$ cat config.mk
export PLATFORM = sky130hd
export DESIGN_NAME = jtag_instruction_decode
export DESIGN_NICKNAME = d
export VERILOG_FILES = /design/src/hw/tap_pkg.sv /design/src/hw/pin_sync_if.sv /design/src/hw/pin_sync.sv /design/src/hw/jtag_instruction_decode.sv
export SDC_FILE = /design/constraint.sdc
export NUM_CORES = 1
export LEC_CHECK = 0
export ABC_AREA = 0
export ABC_CLOCK_PERIOD_IN_PS = 3100
export BUFFER_PORTS_ARGS = -buffer_cell sky130_fd_sc_hd__buf_4
export CAP_MARGIN = 40
export CORE_MARGIN = 8
export CORE_UTILIZATION = 50
export CTS_CLUSTER_DIAMETER = 50
export DETAILED_ROUTE_END_ITERATION = 7
export PLACE_DENSITY = 0.68
export SYNTH_ARGS = -nofsm -noshare
export SYNTH_HDL_FRONTEND = slang
export SYNTH_SLANG_ARGS = --single-unit
$ cat constraint.sdc
create_clock -name clk -period 3.1 [get_ports clk]
set_clock_uncertainty 0.2 [all_clocks]
set_input_delay 0.465 -clock clk [delete_from_list [all_inputs] [get_ports clk]]
set_output_delay 0.465 -clock clk [all_outputs]
set_load 0.05 [all_outputs]
$ cat src/hw/tap_pkg.sv
package tap_pkg;

    // ****************************************
    // Instruction encodings
    // ****************************************
    localparam logic [3:0] OP_EXTEST       = 4'h0;
    localparam logic [3:0] OP_CHAIN_SELECT = 4'h2;
    localparam logic [3:0] OP_PRODUCTION   = 4'h3;
    localparam logic [3:0] OP_CLAMP        = 4'h5;
    localparam logic [3:0] OP_HIGHZ        = 4'h7;
    localparam logic [3:0] OP_CLAMP_DIS    = 4'h9;
    localparam logic [3:0] OP_INTEST       = 4'hc;
    localparam logic [3:0] OP_IDCODE       = 4'he;
    localparam logic [3:0] OP_BYPASS       = 4'hf;

    // ****************************************
    // Capture and reset values
    // ****************************************
    localparam logic [3:0] IR_CAPTURE_VALUE    = 4'h1;
    localparam logic [3:0] CHAIN_CAPTURE_VALUE = 4'h8;
    localparam logic [3:0] CHAIN_RESET_VALUE   = 4'h0;
    localparam logic [3:0] IR_RESET_VALUE      = OP_IDCODE;
    localparam logic [2:0] PIN_RESET_VALUE     = 3'h4;
    localparam logic       TCK_RESET_VALUE     = 1'b1;
    localparam int         IR_WIDTH            = 4;
    localparam int         CHAIN_SEL_WIDTH     = 4;
    localparam int         ID_WIDTH            = 32;
    localparam int         SYNC_STAGES         = 2;

    // ****************************************
    // Controller states
    // ****************************************
    typedef enum logic [3:0] {
        TEST_LOGIC_RESET, RUN_TEST_IDLE,
        SELECT_DR, CAPTURE_DR, SHIFT_DR, EXIT1_DR, PAUSE_DR, EXIT2_DR, UPDATE_DR,
        SELECT_IR, CAPTURE_IR, SHIFT_IR, EXIT1_IR, PAUSE_IR, EXIT2_IR, UPDATE_IR
    } tap_state_t;

    // Data path selection
    typedef enum logic [1:0] {
        PATH_BYPASS, PATH_IDCODE, PATH_CHAIN_SELECT, PATH_SCAN
    } path_t;

endpackage

$ cat src/hw/pin_sync_if.sv
`timescale 1ns/1ps
`default_nettype none

interface pin_sync_if;
    logic tck_raw;
    logic tms_raw;
    logic tdi_raw;
    logic tck_s;
    logic tms_s;
    logic tdi_s;
    modport syncer (input tck_raw, tms_raw, tdi_raw, output tck_s, tms_s, tdi_s);
    modport user   (output tck_raw, tms_raw, tdi_raw, input tck_s, tms_s, tdi_s);
endinterface

`default_nettype wire

$ cat src/hw/pin_sync.sv
`timescale 1ns/1ps
`default_nettype none

module pin_sync (
    input  wire logic clk,
    input  wire logic nrst,
    pin_sync_if.syncer sig
);

    // ****************************************
    // Two-stage synchronisers
    // ****************************************
    typedef struct packed {
        logic [2:0] stage1;
        logic [2:0] stage2;
    } sync_state_t;

    sync_state_t s;
    sync_state_t next_s;

    always_comb begin
        next_s        = s;
        next_s.stage1 = {sig.tck_raw, sig.tms_raw, sig.tdi_raw};
        next_s.stage2 = s.stage1;
    end

    always_ff @(posedge clk or negedge nrst) begin
        if (!nrst) begin
            s <= {tap_pkg::PIN_RESET_VALUE, tap_pkg::PIN_RESET_VALUE};
        end else begin
            s <= next_s;
        end
    end

    assign sig.tck_s = s.stage2[2];
    assign sig.tms_s = s.stage2[1];
    assign sig.tdi_s = s.stage2[0];

endmodule

`default_nettype wire

$ cat src/hw/jtag_instruction_decode.sv
`timescale 1ns/1ps
`default_nettype none

// Behaviour
// - Instruction register is four bits, without parity.
// - Capture-IR loads 0001 into the instruction register.
// - Inputs sampled on test clock rise; serial out changes on fall.
// - EXTEST routes the selected chain and puts all cells in test mode.
// - EXTEST captures, shifts; Update-DR pulses scan_update to apply shifted bits.
// - Chain select instruction routes select register; capture loads 1000.
// - Chain number shifted in; update selects chain until next chain select.
// - Test logic reset selects scan chain 0.
// - Chain select register is four bits wide.
// - INTEST routes selected chain, test mode, allows single step.
// - INTEST captures core outputs and system inputs, then shifts.
// - IDCODE routes 32-bit identification register, cells in system mode.
// - IDCODE captures fixed code, shifts it; update leaves it alone.
// - BYPASS routes one-bit register, system mode, pins unaffected.
// - Bypass captures 0, one cycle delay, update does nothing.
// - Unassigned codes behave as BYPASS.
// - CLAMP uses bypass; outputs from scan chain values; chain 0 only.
// - HIGHZ uses bypass and floats bus outputs like bus enable low.
// - Disabled clamp uses bypass, disables outputs, data from scan cells.
// - Update-IR makes the register current; shifted least significant first.
// - Test reset low resets asynchronously to system mode and IDCODE.
module jtag_instruction_decode #(
    parameter logic [31:0] ID_CODE = 32'h1234_5001  // Arbitrary value
) (
    input  wire logic        clk,
    input  wire logic        nrst,
    input  wire logic        tck,
    input  wire logic        tms,
    input  wire logic        tdi,
    input  wire logic        scan_tdo,
    output logic             tdo,
    output logic             tdo_oe,
    output logic [3:0]       current_instr,
    output logic [3:0]       active_chain,
    output logic             test_mode,
    output logic             clamp_active,
    output logic             bus_float,
    output logic             run_idle_step,
    output logic             scan_capture,
    output logic             scan_shift,
    output logic             scan_update
);

    // ****************************************
    // Pin synchronisation
    // ****************************************
    pin_sync_if pins ();

    assign pins.tck_raw = tck;
    assign pins.tms_raw = tms;
    assign pins.tdi_raw = tdi;

    pin_sync u_sync (
        .clk  (clk),
        .nrst (nrst),
        .sig  (pins)
    );

    // ****************************************
    // State
    // ****************************************
    typedef struct packed {
        tap_pkg::tap_state_t tap;
        logic                tck_prev;
        logic [3:0]          ir_shift;
        logic [3:0]          ir;
        logic [3:0]          chain_shift;
        logic [3:0]          chain;
        logic [31:0]         id_shift;
        logic                bypass;
        logic                serial_bit;
        logic                tdo;
        logic                tdo_oe;
        logic                test_mode;
        logic                clamp_active;
        logic                bus_float;
        logic                run_idle_step;
        logic                scan_capture;
        logic                scan_shift;
        logic                scan_update;
    } state_t;

    state_t r;
    state_t next_r;

    tap_pkg::path_t path;
    logic           rise;
    logic           fall;

    assign rise = pins.tck_s & ~r.tck_prev;
    assign fall = ~pins.tck_s & r.tck_prev;

    // ****************************************
    // Instruction decode
    // ****************************************
    always_comb begin
        case (r.ir)
            tap_pkg::OP_EXTEST:       path = tap_pkg::PATH_SCAN;
            tap_pkg::OP_INTEST:       path = tap_pkg::PATH_SCAN;
            tap_pkg::OP_CHAIN_SELECT: path = tap_pkg::PATH_CHAIN_SELECT;
            tap_pkg::OP_IDCODE:       path = tap_pkg::PATH_IDCODE;
            tap_pkg::OP_BYPASS:       path = tap_pkg::PATH_BYPASS;
            tap_pkg::OP_CLAMP:        path = tap_pkg::PATH_BYPASS;
            tap_pkg::OP_HIGHZ:        path = tap_pkg::PATH_BYPASS;
            tap_pkg::OP_CLAMP_DIS:    path = tap_pkg::PATH_BYPASS;
            tap_pkg::OP_PRODUCTION:   path = tap_pkg::PATH_BYPASS;
            default:                  path = tap_pkg::PATH_BYPASS;
        endcase
    end

    // ****************************************
    // Next state
    // ****************************************
    always_comb begin
        next_r               = r;
        next_r.tck_prev      = pins.tck_s;
        next_r.scan_capture  = 1'b0;
        next_r.scan_shift    = 1'b0;
        next_r.scan_update   = 1'b0;
        next_r.run_idle_step = 1'b0;

        if (rise) begin
            // Actions of the state being left
            case (r.tap)
                tap_pkg::CAPTURE_IR: begin
                    next_r.ir_shift = tap_pkg::IR_CAPTURE_VALUE;
                end
                tap_pkg::SHIFT_IR: begin
                    next_r.ir_shift = {pins.tdi_s, r.ir_shift[3:1]};
                end
                tap_pkg::UPDATE_IR: begin
                    next_r.ir = r.ir_shift;
                end
                tap_pkg::CAPTURE_DR: begin
                    case (path)
                        tap_pkg::PATH_CHAIN_SELECT:
                            next_r.chain_shift = tap_pkg::CHAIN_CAPTURE_VALUE;
                        tap_pkg::PATH_IDCODE:
                            next_r.id_shift = ID_CODE;
                        tap_pkg::PATH_SCAN:
                            next_r.scan_capture = 1'b1;
                        default:
                            next_r.bypass = 1'b0;
                    endcase
                end
                tap_pkg::SHIFT_DR: begin
                    case (path)
                        tap_pkg::PATH_CHAIN_SELECT:
                            next_r.chain_shift = {pins.tdi_s, r.chain_shift[3:1]};
                        tap_pkg::PATH_IDCODE:
                            next_r.id_shift = {pins.tdi_s, r.id_shift[31:1]};
                        tap_pkg::PATH_SCAN:
                            next_r.scan_shift = 1'b1;
                        default:
                            next_r.bypass = pins.tdi_s;
                    endcase
                end
                tap_pkg::UPDATE_DR: begin
                    if (path == tap_pkg::PATH_CHAIN_SELECT) begin
                        next_r.chain = r.chain_shift;
                    end
                    if (path == tap_pkg::PATH_SCAN) begin
                        next_r.scan_update = 1'b1;
                    end
                end
                tap_pkg::RUN_TEST_IDLE: begin
                    next_r.run_idle_step = (r.ir == tap_pkg::OP_INTEST);
                end
                default: begin
                end
            endcase

            // Controller transitions
            case (r.tap)
                tap_pkg::TEST_LOGIC_RESET: begin
                    next_r.tap = pins.tms_s ? tap_pkg::TEST_LOGIC_RESET
                                            : tap_pkg::RUN_TEST_IDLE;
                end
                tap_pkg::RUN_TEST_IDLE: begin
                    next_r.tap = pins.tms_s ? tap_pkg::SELECT_DR : tap_pkg::RUN_TEST_IDLE;
                end
                tap_pkg::SELECT_DR: begin
                    next_r.tap = pins.tms_s ? tap_pkg::SELECT_IR : tap_pkg::CAPTURE_DR;
                end
                tap_pkg::CAPTURE_DR: begin
                    next_r.tap = pins.tms_s ? tap_pkg::EXIT1_DR : tap_pkg::SHIFT_DR;
                end
                tap_pkg::SHIFT_DR: begin
                    next_r.tap = pins.tms_s ? tap_pkg::EXIT1_DR : tap_pkg::SHIFT_DR;
                end
                tap_pkg::EXIT1_DR: begin
                    next_r.tap = pins.tms_s ? tap_pkg::UPDATE_DR : tap_pkg::PAUSE_DR;
                end
                tap_pkg::PAUSE_DR: begin
                    next_r.tap = pins.tms_s ? tap_pkg::EXIT2_DR : tap_pkg::PAUSE_DR;
                end
                tap_pkg::EXIT2_DR: begin
                    next_r.tap = pins.tms_s ? tap_pkg::UPDATE_DR : tap_pkg::SHIFT_DR;
                end
                tap_pkg::UPDATE_DR: begin
                    next_r.tap = pins.tms_s ? tap_pkg::SELECT_DR : tap_pkg::RUN_TEST_IDLE;
                end
                tap_pkg::SELECT_IR: begin
                    next_r.tap = pins.tms_s ? tap_pkg::TEST_LOGIC_RESET
                                            : tap_pkg::CAPTURE_IR;
                end
                tap_pkg::CAPTURE_IR: begin
                    next_r.tap = pins.tms_s ? tap_pkg::EXIT1_IR : tap_pkg::SHIFT_IR;
                end
                tap_pkg::SHIFT_IR: begin
                    next_r.tap = pins.tms_s ? tap_pkg::EXIT1_IR : tap_pkg::SHIFT_IR;
                end
                tap_pkg::EXIT1_IR: begin
                    next_r.tap = pins.tms_s ? tap_pkg::UPDATE_IR : tap_pkg::PAUSE_IR;
                end
                tap_pkg::PAUSE_IR: begin
                    next_r.tap = pins.tms_s ? tap_pkg::EXIT2_IR : tap_pkg::PAUSE_IR;
                end
                tap_pkg::EXIT2_IR: begin
                    next_r.tap = pins.tms_s ? tap_pkg::UPDATE_IR : tap_pkg::SHIFT_IR;
                end
                tap_pkg::UPDATE_IR: begin
                    next_r.tap = pins.tms_s ? tap_pkg::SELECT_DR : tap_pkg::RUN_TEST_IDLE;
                end
                default: begin
                    next_r.tap = tap_pkg::TEST_LOGIC_RESET;
                end
            endcase

            // Test logic reset: chain 0 and identification instruction
            if (next_r.tap == tap_pkg::TEST_LOGIC_RESET) begin
                next_r.chain = tap_pkg::CHAIN_RESET_VALUE;
                next_r.ir    = tap_pkg::IR_RESET_VALUE;
            end

            // Serial bit presented at the next falling edge
            case (next_r.tap)
                tap_pkg::SHIFT_IR: next_r.serial_bit = next_r.ir_shift[0];
                tap_pkg::SHIFT_DR: begin
                    case (path)
                        tap_pkg::PATH_CHAIN_SELECT: next_r.serial_bit = next_r.chain_shift[0];
                        tap_pkg::PATH_IDCODE:       next_r.serial_bit = next_r.id_shift[0];
                        tap_pkg::PATH_SCAN:         next_r.serial_bit = 1'b0;
                        default:                    next_r.serial_bit = next_r.bypass;
                    endcase
                end
                default: next_r.serial_bit = 1'b0;
            endcase
        end

        // Serial output moves only on the falling edge
        if (fall) begin
            // Chain settles after its pulse, so read it at the fall
            if ((r.tap == tap_pkg::SHIFT_DR) && (path == tap_pkg::PATH_SCAN)) begin
                next_r.tdo = scan_tdo;
            end else begin
                next_r.tdo = r.serial_bit;
            end
            next_r.tdo_oe = (r.tap == tap_pkg::SHIFT_IR) || (r.tap == tap_pkg::SHIFT_DR);
        end

        // Scan cell modes and pin overrides
        next_r.test_mode    = 1'b0;
        next_r.clamp_active = 1'b0;
        next_r.bus_float    = 1'b0;
        case (next_r.ir)
            tap_pkg::OP_EXTEST: begin
                next_r.test_mode = 1'b1;
            end
            tap_pkg::OP_INTEST: begin
                next_r.test_mode = 1'b1;
            end
            tap_pkg::OP_CLAMP: begin
                next_r.clamp_active = 1'b1;
            end
            tap_pkg::OP_HIGHZ: begin
                next_r.bus_float = 1'b1;
            end
            tap_pkg::OP_CLAMP_DIS: begin
                next_r.clamp_active = 1'b1;
                next_r.bus_float    = 1'b1;
            end
            default: begin
                // System mode
            end
        endcase
    end

    // ****************************************
    // Registers
    // ****************************************
    always_ff @(posedge clk or negedge nrst) begin
        if (!nrst) begin
            r       <= '0;
            r.tap   <= tap_pkg::TEST_LOGIC_RESET;
            r.tck_prev <= tap_pkg::TCK_RESET_VALUE;
            r.ir    <= tap_pkg::IR_RESET_VALUE;
            r.chain <= tap_pkg::CHAIN_RESET_VALUE;
        end else begin
            r <= next_r;
        end
    end

    assign tdo           = r.tdo;
    assign tdo_oe        = r.tdo_oe;
    assign current_instr = r.ir;
    assign active_chain  = r.chain;
    assign test_mode     = r.test_mode;
    assign clamp_active  = r.clamp_active;
    assign bus_float     = r.bus_float;
    assign run_idle_step = r.run_idle_step;
    assign scan_capture  = r.scan_capture;
    assign scan_shift    = r.scan_shift;
    assign scan_update   = r.scan_update;

endmodule

`default_nettype wire

==> metrics <==
count leader, synth nand2_1; Crit. End Element flop; Slew Viols, Final 0; Maximum Capacitance Violations 0; Reg area 0.00176 sq mm; Die Footprint 0.00938 sq mm; main combinational cell family by area after synthesis simple AND/OR/NAND/NOR gates; RSZ-0062 raised after global routing false; core area 0.00635 sq mm; DR vias/cell 5.57; first-pass GRT wire length 11300 um; setup violators final 0; max layer used met4; Multi-input gate area 0.00131 sq mm; Synth async-reset ratio 100%; critical path cell sequence nand3b_1 > o32ai_1 > a21oi_1 > or3b_1 > a21oi_1; largest net degree at the start of global routing 57; top post-synthesis cells by area dfrtp_1, nand2_1, dfstp_2; path type of the worst min-delay path in2reg; fill cell count 536; Synth top area share 49.0%; Die W 96.9 um; final WL 6700 um; vias in the first global route 2369; DR iter-0 viols 280; area of the mapped netlist 0.00327 sq mm; adder-cell area share of the yosys netlist 0%; Area Overhead vs Synth 13.4%; synthesis-stage register bit count 70; Setup TNS 0 ns; CTS Sinks 70; number of buffers created by CTS 9; Initial Utilization 51.5%; Final Instance Count excl. Fillers 444; CP max stage cell dfrtp_1; Vias 2475; WL met3 333 um; Synth Area in Compound Gates 10.9%; FMAX 411 MHz; met2 wire length 3110 um; mux contribution to synthesized area 0.918%; HPWL after DPL 4460 um; Final nets 368; I/O pin cnt 23; worst endpoint required time 3.16 ns; most used cell, CP a21oi_1; H-tree depth 3; Max Buffers Root-to-Sink 2; share of cells above drive strength 1 19.1%; commonest cells in the netlist nand2_1, dfrtp_1, nand3_1; Crit Path Class reg2reg; # placed instances 427; chip height 96.9 um; Post-synth EDFFs 0; Antenna Cells 0; drt wl/cell 15.1 um; CP max stage delay 0.81 ns; Pwr Density 770 mW/mm^2; met1 WL 3160 um; routability cong. 0.840; gr usage total 14.3%; worst-skew pair later-pin latency 0.33 ns; Synth cell types 48; xor-xnor portion of the synthesized cell area 0.804%; Rows 29; Static Leakage 1.72 nW; status finished, final reports clean; Simple-Gate Fraction of Synth Area 27.1%; Tcrit/Tclk final 78.5%; CTS tree built; Post-route DRC 0; syn avg cell area 9.37 sq um; Mapped Nets 355; Root Driver clkbuf_8; Post-Syn Instances 349; Slew headroom 52.0%; area leader, netlist dfrtp_1; Worst EP arrival 2.49 ns; # port buffers 22; Worst Tran Pin Value 0.720 ns; Final Hold Viols 0; clock-pin slew on the worst setup and hold paths 0.07 ns; GR Overflow Total 0; min cycle time layout 2.43 ns; CP startpoint kind flop; post-route ant nets 0; sequential cell area fraction in the yosys report 53.8%; initial antenna violation count 0; CP max FO 20; Main synth FF type dfrtp_1; Synth Warn # 0; DR pass1 iterations 4; post_cts resized 0; VDD IR max 0.000544 V
-- final timing paths --
path                                   from                to  slack (ns)  cells after the start
min in group asynchronous              nrst             r[23]        0.33                      2
max reg2reg                           r[63]         bus_float        0.67                      5
max                                   r[63]         bus_float        0.67                      5
max in group asynchronous              nrst  current_instr[3]        1.78                      3
min                                     tck  u_sync.next_s[2]        0.03                      1
min reg2reg                u_sync.next_s[1]  u_sync.sig.tms_s        0.15                      0
-- cell usage in the layout (no fill, tap or decap), drive strengths merged, types with 4 or more instances in the layout --
master	count
a21oi	14
a22o	4
buf	32
clkbuf	11
dfrtp	64
dfstp	6
inv	11
nand2	68
nand3	30
nor2	26
nor2b	5
nor3	17
nor3b	4
o21ai	17
or3	5
or3b	4
-- per-stage QoR --
step	utilization, %	hold WS [ns]	cell area, sq um	power [W]	worst slack (ns)
after floorplan	-	-0.0306	3270	0.00181	0.910
after global placement	54.1	0.133	3440	0.00202	0.753
after detailed placement	54.6	0.136	3470	0.00203	0.656
after CTS	58.4	0.0160	3710	0.00288	0.659
after global routing	58.4	0.00685	3710	0.00301	0.450
final	58.4	0.0319	3710	0.00286	0.665
-- layout make-up --
cell class	instances	area share, %
clock buffers	11	4.08
inverters	11	1.11
repair buffers	33	7.29
clock inverters	5	2.19
well taps	77	2.60
multi-input cells	237	35.3
flip-flops and latches	70	47.4
-- layer usage --
| metal | up-vias | global-route usage [%] |
|---|---|---|
| li1 | 1211 | - |
| met1 | 1196 | 18.9 |
| met2 | 59 | 21.2 |
| met3 | 9 | 3.84 |
| met4 | 0 | 6.51 |
| met5 | - | 0 |
-- state kept, by name, summed over array words and instances, names as in the netlist --
signal            cells
r                    47
active_chain          4
current_instr         4
u_sync.next_s         3
bus_float             1
clamp_active          1
run_idle_step         1
scan_capture          1
scan_shift            1
scan_update           1
tdo                   1
tdo_oe                1
test_mode             1
u_sync.sig.tck_s      1
u_sync.sig.tdi_s      1
u_sync.sig.tms_s      1
-- cell families (layout without fill, tap and decap cells) --
logic type | after synthesis | count (layout)
multiplexers | 3 | 3
AND/OR/NAND/NOR | 176 | 176
AO/OA/AOI/OAI | 55 | 55
XOR/XNOR | 3 | 3
buffers and inverters | 42 | 60
flip-flops | 70 | 70
-- what timing repair did --
item,in CTS,in global routing
setup buffers,0,0
endpoints found under the hold margin,14,0
hold buffers,1,0
-- where the power goes --
group          switching, W  total (W)  internal (W)
combinational      0.000522   0.000828      0.000306
sequential         0.000182    0.00119       0.00101
clock              0.000338   0.000835      0.000497
total               0.00104    0.00286       0.00182
-- worst max-delay path: cells and delay by family (launching register included) --
kind,cells,cell delay [ns]
flops,1,0.81
simple gates,2,0.75
compound gates,3,0.60
(Power assumes the default switching activity.)
